--- src/rtl/rwd_pkg.sv ---
// Purpose: Constants for the countdown watchdog block
// Assumes: 50 MHz system clock, AXI4-Lite register access
// Notes: Offsets 0x2d, 0x29, 0x2a are not word multiples, so they are indices
package rwd_pkg;
   localparam int unsigned CLK_HZ = 50000000;
   localparam int unsigned OSC_HZ = 32768;
   // Register indices; byte address is four times the index
   localparam logic [7:0] IDX_CTRL = 8'h2d;
   localparam logic [7:0] IDX_EN_A = 8'h29;
   localparam logic [7:0] IDX_EN_B = 8'h2a;
   localparam logic [7:0] IDX_STAT = 8'h30;
   localparam logic [7:0] IDX_MASK = 8'h31;
   localparam logic [7:0] IDX_FORM = 8'h32;
   localparam logic [9:0] ADDR_CTRL = {IDX_CTRL, 2'b00};
   localparam logic [9:0] ADDR_EN_A = {IDX_EN_A, 2'b00};
   localparam logic [9:0] ADDR_EN_B = {IDX_EN_B, 2'b00};
   localparam logic [9:0] ADDR_STAT = {IDX_STAT, 2'b00};
   localparam logic [9:0] ADDR_MASK = {IDX_MASK, 2'b00};
   localparam logic [9:0] ADDR_FORM = {IDX_FORM, 2'b00};
   // Control register fields
   localparam int unsigned BIT_MODE = 7;
   localparam int unsigned CNT_HI = 6;
   localparam int unsigned CNT_LO = 2;
   localparam int unsigned STEP_HI = 1;
   localparam int unsigned STEP_LO = 0;
   localparam logic [7:0] CTRL_RST = 8'h00;
   // Enable bit inside the interrupt enable registers
   localparam int unsigned BIT_WD_EN = 5;
   localparam logic [4:0] CNT_ZERO = 5'h00;
   // Oscillator divider: 16 Hz base tick, then 4 Hz, 1 Hz, 0.25 Hz
   localparam int unsigned OSC_HALF = CLK_HZ / (2 * OSC_HZ);
   localparam logic [9:0] OSC_HALF_M1 = 10'(OSC_HALF - 1);
   localparam logic [10:0] OSC_PER_16HZ = 11'h7ff;
   localparam logic [5:0] DIV_4S = 6'h3f;
   localparam logic [3:0] DIV_1S = 4'hf;
   localparam logic [1:0] DIV_Q = 2'b11;
   localparam logic [1:0] STEP_4S = 2'b00;
   localparam logic [1:0] STEP_1S = 2'b01;
   localparam logic [1:0] STEP_Q = 2'b10;
   localparam logic [1:0] STEP_16 = 2'b11;
   // AXI responses
   localparam logic [1:0] RESP_OK = 2'b00;
   localparam logic [1:0] RESP_SLVERR = 2'b10;
   // Status bits
   localparam int unsigned ST_FLAG = 0;
   localparam int unsigned ST_EXP = 1;
endpackage

--- src/rtl/rwd_watchdog.sv ---
// Purpose: Binary countdown watchdog with two interrupt outputs plus a summary irq, AXI4-Lite slave
// Assumes: osc_clk is a free running 32.768 kHz oscillator pin, sampled here
// Notes: All logic runs on clock; oscillator edges become one-cycle enables
//
// Register access over AXI4-Lite was left to the implementer.
`timescale 1ns/10ps

// How it works
// - Count field bits 6..2 loads counter
// - Reads return live counter value
// - Step select picks 4s,1s,1/4s,1/16s
// - Period equals count times step
// - Writing zero count halts watchdog
// - Nonzero count write starts countdown
// - Rewrite mid-period restarts from new value
// - First period may differ one tick
// - Repeat mode: flag and auto reload
// - Single shot: flag, stay at zero
// - Flag sticks until software clears it
// - Per-output enable bits gate interrupts
// - Pulse form fires every period end
// - Level form follows the flag
// - Ticks divided from the crystal oscillator
module rwd_watchdog
   import rwd_pkg::*;
(
   // System
   input wire logic clock,
   input wire logic sys_rst,
   // Oscillator pin
   input wire logic osc_clk,
   // AXI4-Lite write
   input wire logic [31:0] s_axi_awaddr,
   input wire logic s_axi_awvalid,
   output logic s_axi_awready,
   input wire logic [31:0] s_axi_wdata,
   input wire logic [3:0] s_axi_wstrb,
   input wire logic s_axi_wvalid,
   output logic s_axi_wready,
   output logic [1:0] s_axi_bresp,
   output logic s_axi_bvalid,
   input wire logic s_axi_bready,
   // AXI4-Lite read
   input wire logic [31:0] s_axi_araddr,
   input wire logic s_axi_arvalid,
   output logic s_axi_arready,
   output logic [31:0] s_axi_rdata,
   output logic [1:0] s_axi_rresp,
   output logic s_axi_rvalid,
   input wire logic s_axi_rready,
   // Interrupts
   output logic irq_out_a,
   output logic irq_out_b,
   output logic irq
);
   import rwd_pkg::*;

   // Oscillator pin synchroniser and edge detect
   logic osc_s1_r, osc_s2_r, osc_s3_r;
   always_ff @(posedge clock or posedge sys_rst) begin
      if (sys_rst) begin
         osc_s1_r <= 1'b0;
         osc_s2_r <= 1'b0;
         osc_s3_r <= 1'b0;
      end else begin
         osc_s1_r <= osc_clk;
         osc_s2_r <= osc_s1_r;
         osc_s3_r <= osc_s2_r;
      end
   end
   wire osc_rise = osc_s2_r & ~osc_s3_r;

   // Divider chain from the oscillator; a tick is one clock wide
   logic [10:0] osc_div_r;
   logic [5:0] step_div_r;
   wire tick16 = osc_rise & (osc_div_r == OSC_PER_16HZ);
   always_ff @(posedge clock or posedge sys_rst) begin
      if (sys_rst) begin
         osc_div_r <= 11'h000;
         step_div_r <= 6'h00;
      end else begin
         if (osc_rise) osc_div_r <= osc_div_r + 11'h001;
         if (tick16) step_div_r <= step_div_r + 6'h01;
      end
   end
   // Divider never restarts on a load, so only the first period can be short
   wire tick4 = tick16 & (step_div_r[1:0] == DIV_Q);
   wire tick1 = tick16 & (step_div_r[3:0] == DIV_1S);
   wire tick_q = tick16 & (step_div_r == DIV_4S);

   // Registers
   logic mode_r;
   logic [1:0] step_r;
   logic [4:0] load_r, cnt_r, cnt_nxt;
   logic en_a_r, en_b_r, lvl_a_r, lvl_b_r;
   logic flag_r, exp_st_r;
   logic [1:0] mask_r;
   logic pulse_r;

   // Step tick selection
   logic step_tick;
   always_comb begin
      case (step_r)
         STEP_4S: step_tick = tick_q;
         STEP_1S: step_tick = tick1;
         STEP_Q: step_tick = tick4;
         STEP_16: step_tick = tick16;
         default: step_tick = tick_q;
      endcase
   end

   // AXI write channel: take address and data in either order
   logic aw_hold_r, w_hold_r, bvalid_r;
   logic [9:0] aw_addr_r;
   logic [7:0] w_data_r;
   logic w_lane_r;
   assign s_axi_awready = ~aw_hold_r & ~bvalid_r;
   assign s_axi_wready = ~w_hold_r & ~bvalid_r;
   wire aw_fire = s_axi_awvalid & s_axi_awready;
   wire w_fire = s_axi_wvalid & s_axi_wready;
   wire aw_have = aw_hold_r | aw_fire;
   wire w_have = w_hold_r | w_fire;
   wire [9:0] wa = aw_hold_r ? aw_addr_r : s_axi_awaddr[9:0];
   wire [7:0] wd = w_hold_r ? w_data_r : s_axi_wdata[7:0];
   wire wl = w_hold_r ? w_lane_r : s_axi_wstrb[0];
   wire wr_go = aw_have & w_have & ~bvalid_r;
   wire wr_hit = (wa == ADDR_CTRL) | (wa == ADDR_EN_A) | (wa == ADDR_EN_B) |
      (wa == ADDR_STAT) | (wa == ADDR_MASK) | (wa == ADDR_FORM);
   wire wr_ok = wr_go & wl & (s_axi_awaddr[31:10] == 22'h0 | aw_hold_r);
   wire wr_ctrl = wr_ok & (wa == ADDR_CTRL);
   wire wr_stat = wr_ok & (wa == ADDR_STAT);
   wire [4:0] wr_cnt = wd[CNT_HI:CNT_LO];

   logic [1:0] bresp_r;
   always_ff @(posedge clock or posedge sys_rst) begin
      if (sys_rst) begin
         aw_hold_r <= 1'b0;
         w_hold_r <= 1'b0;
         bvalid_r <= 1'b0;
         bresp_r <= RESP_OK;
         aw_addr_r <= 10'h000;
         w_data_r <= 8'h00;
         w_lane_r <= 1'b0;
      end else begin
         if (aw_fire) aw_addr_r <= s_axi_awaddr[9:0];
         if (w_fire) w_data_r <= s_axi_wdata[7:0];
         if (w_fire) w_lane_r <= s_axi_wstrb[0];
         aw_hold_r <= aw_have & ~wr_go;
         w_hold_r <= w_have & ~wr_go;
         if (wr_go) begin
            bvalid_r <= 1'b1;
            bresp_r <= wr_hit ? RESP_OK : RESP_SLVERR;
         end else if (s_axi_bready) begin
            bvalid_r <= 1'b0;
         end
      end
   end
   assign s_axi_bvalid = bvalid_r;
   assign s_axi_bresp = bresp_r;

   // Countdown
   wire cnt_end = step_tick & (cnt_r == 5'h01);
   always_comb begin
      cnt_nxt = cnt_r;
      if (wr_ctrl) begin
         cnt_nxt = wr_cnt;
      end else if (step_tick & (cnt_r != CNT_ZERO)) begin
         if (cnt_end & mode_r) cnt_nxt = load_r;
         else cnt_nxt = cnt_r - 5'h01;
      end
   end

   always_ff @(posedge clock or posedge sys_rst) begin
      if (sys_rst) begin
         mode_r <= 1'b0;
         step_r <= STEP_4S;
         load_r <= CNT_ZERO;
         cnt_r <= CNT_ZERO;
      end else begin
         cnt_r <= cnt_nxt;
         if (wr_ctrl) begin
            mode_r <= wd[BIT_MODE];
            step_r <= wd[STEP_HI:STEP_LO];
            load_r <= wr_cnt;
         end
      end
   end

   // Other software registers; flag clear is write one, set wins
   always_ff @(posedge clock or posedge sys_rst) begin
      if (sys_rst) begin
         en_a_r <= 1'b0;
         en_b_r <= 1'b0;
         lvl_a_r <= 1'b0;
         lvl_b_r <= 1'b0;
         mask_r <= 2'b00;
         flag_r <= 1'b0;
         exp_st_r <= 1'b0;
      end else begin
         if (wr_ok & (wa == ADDR_EN_A)) en_a_r <= wd[BIT_WD_EN];
         if (wr_ok & (wa == ADDR_EN_B)) en_b_r <= wd[BIT_WD_EN];
         if (wr_ok & (wa == ADDR_MASK)) mask_r <= wd[1:0];
         if (wr_ok & (wa == ADDR_FORM)) begin
            lvl_a_r <= wd[0];
            lvl_b_r <= wd[1];
         end
         if (cnt_end) flag_r <= 1'b1;
         else if (wr_stat & wd[ST_FLAG]) flag_r <= 1'b0;
         if (cnt_end) exp_st_r <= 1'b1;
         else if (wr_stat & wd[ST_EXP]) exp_st_r <= 1'b0;
      end
   end

   // Pulse lasts from period end until the next step tick
   always_ff @(posedge clock or posedge sys_rst) begin
      if (sys_rst) pulse_r <= 1'b0;
      else if (cnt_end) pulse_r <= 1'b1;
      else if (step_tick) pulse_r <= 1'b0;
   end

   // Interrupt outputs, registered
   // One clock low at each period end, so a one-step period still shows an edge per end
   wire pulse_out = pulse_r & ~cnt_end;
   wire irq_a_nxt = en_a_r & (lvl_a_r ? flag_r : pulse_out);
   wire irq_b_nxt = en_b_r & (lvl_b_r ? flag_r : pulse_out);
   logic irq_a_r, irq_b_r, irq_r;
   always_ff @(posedge clock or posedge sys_rst) begin
      if (sys_rst) begin
         irq_a_r <= 1'b0;
         irq_b_r <= 1'b0;
         irq_r <= 1'b0;
      end else begin
         irq_a_r <= irq_a_nxt;
         irq_b_r <= irq_b_nxt;
         irq_r <= |({exp_st_r, flag_r} & mask_r);
      end
   end
   assign irq_out_a = irq_a_r;
   assign irq_out_b = irq_b_r;
   assign irq = irq_r;

   // AXI read channel
   logic rvalid_r;
   logic [31:0] rdata_r;
   logic [1:0] rresp_r;
   assign s_axi_arready = ~rvalid_r;
   wire ar_fire = s_axi_arvalid & ~rvalid_r;
   wire [9:0] ra = s_axi_araddr[9:0];
   wire hi_ok = s_axi_araddr[31:10] == 22'h0;
   wire [7:0] rd_ctrl = {mode_r, cnt_r, step_r};
   logic [7:0] rd_val;
   logic rd_hit;
   always_comb begin
      rd_hit = hi_ok;
      case (ra)
         ADDR_CTRL: rd_val = rd_ctrl;
         ADDR_EN_A: rd_val = {2'b00, en_a_r, 5'h00};
         ADDR_EN_B: rd_val = {2'b00, en_b_r, 5'h00};
         ADDR_STAT: rd_val = {6'h00, exp_st_r, flag_r};
         ADDR_MASK: rd_val = {6'h00, mask_r};
         ADDR_FORM: rd_val = {6'h00, lvl_b_r, lvl_a_r};
         default: begin
            rd_val = 8'h00;
            rd_hit = 1'b0;
         end
      endcase
   end
   always_ff @(posedge clock or posedge sys_rst) begin
      if (sys_rst) begin
         rvalid_r <= 1'b0;
         rdata_r <= 32'h0000_0000;
         rresp_r <= RESP_OK;
      end else if (ar_fire) begin
         rvalid_r <= 1'b1;
         rdata_r <= {24'h000000, rd_hit ? rd_val : 8'h00};
         rresp_r <= rd_hit ? RESP_OK : RESP_SLVERR;
      end else if (s_axi_rready) begin
         rvalid_r <= 1'b0;
      end
   end
   assign s_axi_rvalid = rvalid_r;
   assign s_axi_rdata = rdata_r;
   assign s_axi_rresp = rresp_r;

   // Checks
   property p_load;
      @(posedge clock) disable iff (sys_rst) wr_ctrl |=> cnt_r == $past(wr_cnt);
   endproperty
   a_load: assert property (p_load) else $error("count not loaded");

   property p_halt;
      @(posedge clock) disable iff (sys_rst)
         (cnt_r == CNT_ZERO && !wr_ctrl) |=> cnt_r == CNT_ZERO;
   endproperty
   a_halt: assert property (p_halt) else $error("halted counter moved");

   property p_repeat;
      @(posedge clock) disable iff (sys_rst)
         (cnt_end && mode_r && !wr_ctrl) |=> cnt_r == $past(load_r) && flag_r;
   endproperty
   a_repeat: assert property (p_repeat) else $error("no reload");

   property p_single;
      @(posedge clock) disable iff (sys_rst)
         (cnt_end && !mode_r && !wr_ctrl) |=> cnt_r == CNT_ZERO && flag_r;
   endproperty
   a_single: assert property (p_single) else $error("single shot wrong");

   property p_flag;
      @(posedge clock) disable iff (sys_rst)
         (flag_r && !(wr_stat && wd[ST_FLAG])) |=> flag_r;
   endproperty
   a_flag: assert property (p_flag) else $error("flag dropped");

   property p_level;
      @(posedge clock) disable iff (sys_rst)
         (en_b_r && lvl_b_r) |=> irq_out_b == $past(flag_r);
   endproperty
   a_level: assert property (p_level) else $error("level irq wrong");

   property p_pulse;
      @(posedge clock) disable iff (sys_rst)
         (cnt_end && en_a_r && !lvl_a_r && !(wr_ok && wa == ADDR_EN_A)) |=> ##1 irq_out_a;
   endproperty
   a_pulse: assert property (p_pulse) else $error("no pulse");

   property p_gap;
      @(posedge clock) disable iff (sys_rst)
         (cnt_end && en_a_r && !lvl_a_r) |=> !irq_out_a;
   endproperty
   a_gap: assert property (p_gap) else $error("no low clock at period end");

   property p_pulse_end;
      @(posedge clock) disable iff (sys_rst)
         (pulse_r && step_tick && !cnt_end) |=> !pulse_r;
   endproperty
   a_pulse_end: assert property (p_pulse_end) else $error("pulse too long");

   property p_enable;
      @(posedge clock) disable iff (sys_rst) !en_a_r |=> !irq_out_a;
   endproperty
   a_enable: assert property (p_enable) else $error("disabled irq fired");

   property p_step;
      @(posedge clock) disable iff (sys_rst)
         (cnt_r != CNT_ZERO && !step_tick && !wr_ctrl) |=> cnt_r == $past(cnt_r);
   endproperty
   a_step: assert property (p_step) else $error("count moved off tick");
endmodule // rwd_watchdog

--- config.mk ---
export PLATFORM = sky130hd
export DESIGN_NAME = rwd_watchdog
export DESIGN_NICKNAME = d
export VERILOG_FILES = /design/src/rtl/rwd_pkg.sv /design/src/rtl/rwd_watchdog.sv
export SDC_FILE = /design/constraint.sdc
export NUM_CORES = 1
export LEC_CHECK = 0
export ABC_AREA = 1
export BUFFER_PORTS_ARGS = -buffer_cell sky130_fd_sc_hd__buf_2
export CAP_MARGIN = 40
export CORE_ASPECT_RATIO = 2
export CORE_MARGIN = 4
export CORE_UTILIZATION = 46
export DETAILED_ROUTE_END_ITERATION = 10
export PLACE_DENSITY = 0.77
export SETUP_SLACK_MARGIN = 0.05
export SKIP_CTS_REPAIR_TIMING = 1
export SLEW_MARGIN = 25
export SYNTH_ARGS = -nofsm -noshare
export SYNTH_HDL_FRONTEND = slang
export SYNTH_SLANG_ARGS = --single-unit
--- constraint.sdc ---
create_clock -name clock -period 2.49 [get_ports clock]
set_clock_uncertainty 0.05 [all_clocks]
set_input_delay 0.3735 -clock clock [delete_from_list [all_inputs] [get_ports clock]]
set_output_delay 0.3735 -clock clock [all_outputs]
set_load 0.03 [all_outputs]
==> metrics.md, run 1 <==
| Metric | Value |
|---|---|
| Antenna Cells | `0` |
| Rel. slew slack | `0.571` |
| Share of layout cells above drive strength 1 | `0.210` |
| Post-Syn Instances | `around 600` |
| Die Span Y | `148 um` |
| Clock buffer count from CTS | `9` |
| Critical setup path kind | `reg -> reg` |
| Initial antenna violation count | `0` |
| CP Max Fanout | `5` |
| Layout Cells excl Fill | `~840` |
| Drt drc | `0` |
| Leakage power | `between 2 and 3 nW` |
| Synth Flop Type | `dfrtp_1` |
| Core area | `0.00970 mm^2` |
| Worst Hold Class | `in -> async` |
| Pre-CTS WS | `0.288 ns` |
| Placed cell areas | `0.00506 mm^2` |
| CTS tree | `yes` |
| Die Area | `0.0116 mm^2` |
| Area delta synth->final | `19.6%` |
| Global route overflow | `0` |
| Final nets | `816` |
| Largest net degree at the start of global routing | `79` |
| Placer Congestion | `around 0.86` |
| Commonest non-fill, non-tap cell in the layout | `nand2_1` |
| Clk slew on worst S/H paths | `roughly 0.06 ns` |
| Wire length per cell | `12.4 um` |
| Crit end category | `register` |
| Root Buffer | `clkbuf_16` |
| PD cells | `810 mW/mm^2` |
| Synthesized area | `roughly 0.0045 mm^2` |
| Avg Cell Area, Syn | `7.59 um^2` |
| Max-cap violations | `0` |
| Synth warnings | `0` |
| Number of global-route vias before repair | `around 4200` |
| Ys async rst share | `1.00` |
| Register area | `0.00195 mm^2` |
| IO Port Bufs | `98` |
| Sequential-to-total area share from yosys stat | `0.432` |
| Starting Density | `0.466` |
| Setup WS post-layout | `around 0.4 ns` |
| DP Wirelength | `8090 um` |
| WP data arrival | `2.27 ns` |
| Drt pass-1 iters | `4` |
| Area of the multi-input gates | `0.00209 mm^2` |
| Critical Path RT | `2.67 ns` |
| Rows | `between 50 and 60` |
| Inst Count DP | `a little over 800` |
| Post-synthesis cell type count | `36` |
| Max VDD drop | `775 uV` |
| H-tree levels | `3` |
| Setup TNS | `0 ns` |
| Fin crit share | `0.838` |
| Top-level port count | `152` |
| Sink Count | `78` |
| Die X | `78.1 um` |
| Reg2reg setup slack | `0.40 ns` |
| Routed Antenna Nets | `0` |
| Final Slew Violations | `0` |
| RSZ-0062 raised after global routing | `no` |
| First-pass GRT wire length | `17800 um` |
| WL final | `10300 um` |
| Clk buf depth | `2` |
| FMAX | `479 MHz` |
| Fill cells | `930` |
| Worst-Skew Late Latency | `0.34 ns` |
| Number of synthesized flops with an enable pin | `0` |
| GRT Util Overall | `0.190` |
| Yosys reg bits | `78` |
| Outcome | `finished clean` |
| Worst-margin pin slew | `0.636 ns` |
| Vias | `4034` |
| Drt initial violations | `185` |
| Vias/cell | `4.82` |
| Fin area | `0.00541 mm^2` |
| Crit path time final | `2.09 ns` |
| Setup Viol. Count Final | `0` |
| Worst Setup Start Kind | `register` |
| Fin. Hold Viols | `0` |
| Most frequent cells in the layout | `nand2_1, buf_2, inv_1` |
worst max-delay path, cell delays in order, from the launching register on:
cell and delay (ns):
dfrtp_1 0.41, inv_1 0.10, ha_1 0.34, nand2_1 0.07, nor2_1 0.11, a21oi_1 0.09, nand2_1 0.17, nand2_1 0.13
nor2_1 0.20, nand2_1 0.09, nand2_1 0.07, nand2_1 0.04, nand2_1 0.05, a21oi_1 0.05
routing by layer:
| metal | GRT usage | share of wire | vias to the layer above |
|---|---|---|---|
| met5 | 0 | 0 | - |
| met4 | 0.0849 | 0.029 | 0 |
| met3 | 0.0400 | 0.054 | 21 |
| met2 | 0.361 | 0.55 | 129 |
| met1 | 0.193 | 0.37 | 1832 |
| li1 | - | - | 2052 |
cell families (layout without fill, tap and decap cells):
| group | after synthesis | count (layout) | synth area share |
|---|---|---|---|
| xor+xnor | 18 | 18 | 0.0349 |
| compound gates | 77 | 77 | 0.0977 |
| fa+ha+maj | 8 | 8 | 0.0221 |
| flops | 78 | 78 | 0.432 |
| mux | 2 | 2 | 0.00443 |
| simple gates | 295 | 295 | 0.282 |
| other cells | 1 | 26 | 0.000829 |
| buf+inv | 117 | 201 | 0.126 |
state kept, by name, indices dropped and copies added (netlist names), 2 cells and up:
| signal | flops |
|---|---|
| s_axi_rdata | 8 |
| w_data_r | 8 |
| step_r | 2 |
| osc_div_r | 11 |
| load_r | 5 |
| mask_r | 2 |
| cnt_r | 5 |
| step_div_r | 6 |
| aw_addr_r | 10 |
synth_stat cells (all sizes together) (2+ instances only):
master     n  area share
or2        2      0.0028
nor4       4      0.0069
o21a       3      0.0050
o21ai     58       0.067
inv       82       0.069
a21oi     12       0.017
ha         8       0.022
mux2i      2      0.0044
buf       29       0.053
o2111ai    3      0.0058
dfrtp     78        0.43
nor3       6      0.0066
xor2       8       0.015
nand3     49       0.056
clkbuf     6      0.0050
nor2      75       0.067
nand2    148        0.13
xnor2     10       0.019
nand4     11       0.015
stage by stage:
stage | power (mW) | hold WS [ns] | util
floorplan | 2.63 | 0.281 | -
global placement | 2.83 | 0.284 | 0.522
detailed placement | 2.88 | 0.288 | 0.522
CTS | 4.42 | 0.0799 | 0.558
global route | 4.65 | 0.0832 | 0.558
finish | 4.38 | 0.0534 | 0.558
path summary, 6_finish.rpt:
kind | end | cells after the start | start
min | osc_s2_r | 3 | sys_rst
min in group clock | osc_s1_r | 1 | osc_clk
min reg2reg | osc_s2_r | 0 | osc_s1_r
max in group asynchronous | aw_hold_r | 3 | sys_rst
max | cnt_r[0] | 13 | step_r[0]
max reg2reg | cnt_r[0] | 13 | step_r[0]
final cells by class:
class                   count  share of cell area
flip-flops and latches     78               0.361
multi-input cells         426               0.387
inverters                  82              0.0574
well taps                 132              0.0305
clock inverters             7              0.0222
clock buffers               9              0.0416
repair buffers            103              0.0999
where the power goes:
group / leakage [nW] / internal [mW] / switching, mW
clock network: 0.166 / 0.982 / 0.538
logic: 1.69 / 0.382 / 0.765
registers: 0.999 / 1.50 / 0.212
total: 2.85 / 2.86 / 1.52
Note: power is estimated with default switching activity, not from simulation.
==> inputs of run 2 (changes only) <==
- ABC_AREA: 1 -> 0
- CORE_UTILIZATION: 46 -> 50
- PLACE_DENSITY: 0.77 -> 0.81
- clock period: 2.49 -> 2.2 ns (I/O delays scaled with it)
==> run 2 against run 1 <==
Net effect:
- count of clock-buffer cells in the layout increased by 3
- final cell count is 30% lower
- largest power group unchanged
- clock power down 12%
- sequential share of layout area increased by 2.2 points
- critical endpoint is now load_r[1]
- flip-flop and latch count did not move
==> metrics.md, run 2 <==
| Metric | Value |
|---|---|
| Max reg flops | `11` |
| Avg Cell Area, Syn | `11.5 um^2` |
| Routed Antenna Nets | `0` |
| IO Port Bufs | `98` |
| Synth top area share | `0.472` |
| Reg2reg setup slack | `0.04 ns` |
| Fin util | `0.638` |
| Synth Flop Type | `dfrtp_1` |
| Top reg by flops | `osc_div_r` |
| Root Buffer | `clkbuf_16` |
| Cell accounting for the most synthesized area | `dfrtp_1` |
| Fill cells | `624` |
| Worst-margin pin slew | `0.644 ns` |
| Global route overflow | `0` |
| Initial antenna violation count | `0` |
| Die Area | `a little under 0.01 mm^2` |
| R2R cell count | `6` |
| Sequential-to-total area share from yosys stat | `0.472` |
| Setup TNS | `0 ns` |
| Placer Congestion | `0.792` |
| CTS tree | `yes` |
| Die X | `72.3 um` |
| Antenna Cells | `0` |
| Commonest non-fill, non-tap cell in the layout | `buf_2` |
| Post-Syn Instances | `roughly 360` |
| Net Sw Frac | `0.308` |
| Outcome | `finished clean` |
| Critical setup path kind | `reg -> reg` |
| Most frequent cells in the layout | `buf_2, dfrtp_1, mux2_2` |
| Top-count cell post-synth | `dfrtp_1` |
| Drt pass-1 iters | `5` |
| Wire length per cell | `15.9 um` |
| Synthesized area | `0.00414 mm^2` |
| Synth cell count leaders | `dfrtp_1, mux2_2, buf_4, inv_1, nand2_1` |
| Max-cap violations | `0` |
| Fin. Hold Viols | `0` |
| Final Slew Violations | `0` |
| Leakage power | `~2.5 nW` |
| Drt initial violations | `between 100 and 150` |
| Sink Count | `slightly below 80` |
| Rows | `46` |
| WL final | `9290 um` |
| Top-level port count | `152` |
| Share of layout cells above drive strength 1 | `0.391` |
| Sw power | `1.35 mW` |
| Area delta synth->final | `23.2%` |
| RSZ-0062 raised after global routing | `yes` |
| Worst Hold Class | `in -> async` |
| PD cells | `862 mW/mm^2` |
| Drt drc | `0` |
| Vias | `between 3000 and 4000` |
| Ys async rst share | `1.00` |
| Post-synthesis cell type count | `53` |
| Worst-Skew Late Latency | `between 0.3 and 0.4 ns` |
| GRT Util Overall | `0.199` |
| Number of global-route vias before repair | `3398` |
| Vias/cell | `between 5 and 6` |
| Core area | `~0.008 mm^2` |
| Critical Path RT | `2.37 ns` |
| Worst Setup Start Kind | `register` |
| Fin crit share | `0.982` |
| FMAX | `463 MHz` |
| Synth warnings | `0` |
| DP Wirelength | `7180 um` |
| Largest net degree at the start of global routing | `32` |
| Final nets | `599` |
| Pre-CTS WS | `-0.0752 ns` |
| CP Max Fanout | `6` |
| Crit path time final | `2.16 ns` |
| Yosys reg bits | `78` |
| Setup Viol. Count Final | `0` |
| Setup WS post-layout | `0.0405 ns` |
| Pint | `approximately 3 mW` |
| Die Span Y | `137 um` |
| H-tree levels | `3` |
| Clk slew on worst S/H paths | `0.06 ns` |
| WP data arrival | `2.33 ns` |
| Max VDD drop | `974 uV` |
| Starting Density | `0.517` |
| Logic pwr share | `0.263` |
| Clock power frac | `0.305` |
| Top Registers | `osc_div_r: 11 flops, aw_addr_r: 10 flops` |
| Rel. slew slack | `0.570` |
| Clk buf depth | `2` |
| Crit end category | `register` |
| Largest cells by area after synthesis | `dfrtp_1, mux2_2, buf_4` |
| First-pass GRT wire length | `~15000 um` |
| Number of synthesized flops with an enable pin | `0` |
| Seq pwr share | `0.432` |
| Clock buffer count from CTS | `9` |
run 2: path summary, 6_finish.rpt:
check / start / endpoint
max: aw_addr_r[0] / load_r[1]
max reg2reg: aw_addr_r[0] / load_r[1]
max in group asynchronous: sys_rst / s_axi_rdata[4]
min: sys_rst / osc_div_r[4]
min in group clock: osc_clk / osc_s1_r
min reg2reg: osc_s1_r / osc_s2_r
run 2: per-stage QoR:
stage                     hold slack (ns)  instance area [um^2]  total power, mW  instances
after floorplan                     0.281                  4240             2.76        386
after global placement              0.291                  4780             3.00        566
after CTS                          0.0384                  5050             4.42        582
after global routing               0.0427                  5100             4.62        584
after detailed placement            0.285                  4780             3.06        566
final                              0.0247                  5100             4.40        584
run 2: final cells by class:
type,instances,area (um^2),share of cell area
Clock buffer,12,246,0.0483
Clock inverter,4,22.5,0.00442
Inverter,18,71.3,0.0140
Multi-Input combinational cell,256,1990,0.390
Sequential cell,78,1950,0.383
Tap cell,96,120,0.0235
Timing Repair Buffer,120,702,0.138
run 2: layer usage:
layer,global-route usage,part of all wire
met1,0.210,0.35
met5,0,0
met2,0.371,0.55
met3,0.0456,0.078
met4,0.0785,0.024
run 2: logic make-up after synthesis:
group | synth area share
XOR/XNOR | 0.0381
flip-flops | 0.472
AO/OA/AOI/OAI | 0.0783
multiplexers | 0.168
AND/OR/NAND/NOR | 0.143
adder cells (fa/ha/maj) | 0.0242
buffers and inverters | 0.0762
other | 0.000906
run 2: worst max-delay path: stages, from the launching register on:
cell and delay [ns]:
dfrtp_1 0.38, or4b_4 0.55, o22ai_4 0.12, nor3b_4 0.23, and3_4 0.25, clkbuf_16 0.16, mux2_4 0.29
run 2: power groups by stage:
stage               logic (mW)  clock network [mW]  registers, mW
global route              1.27                1.41           1.93
floorplan                0.877                   0           1.89
finish                    1.16                1.34           1.90
CTS                       1.16                1.37           1.89
detailed placement        1.15                   0           1.91
global placement          1.11                   0           1.89
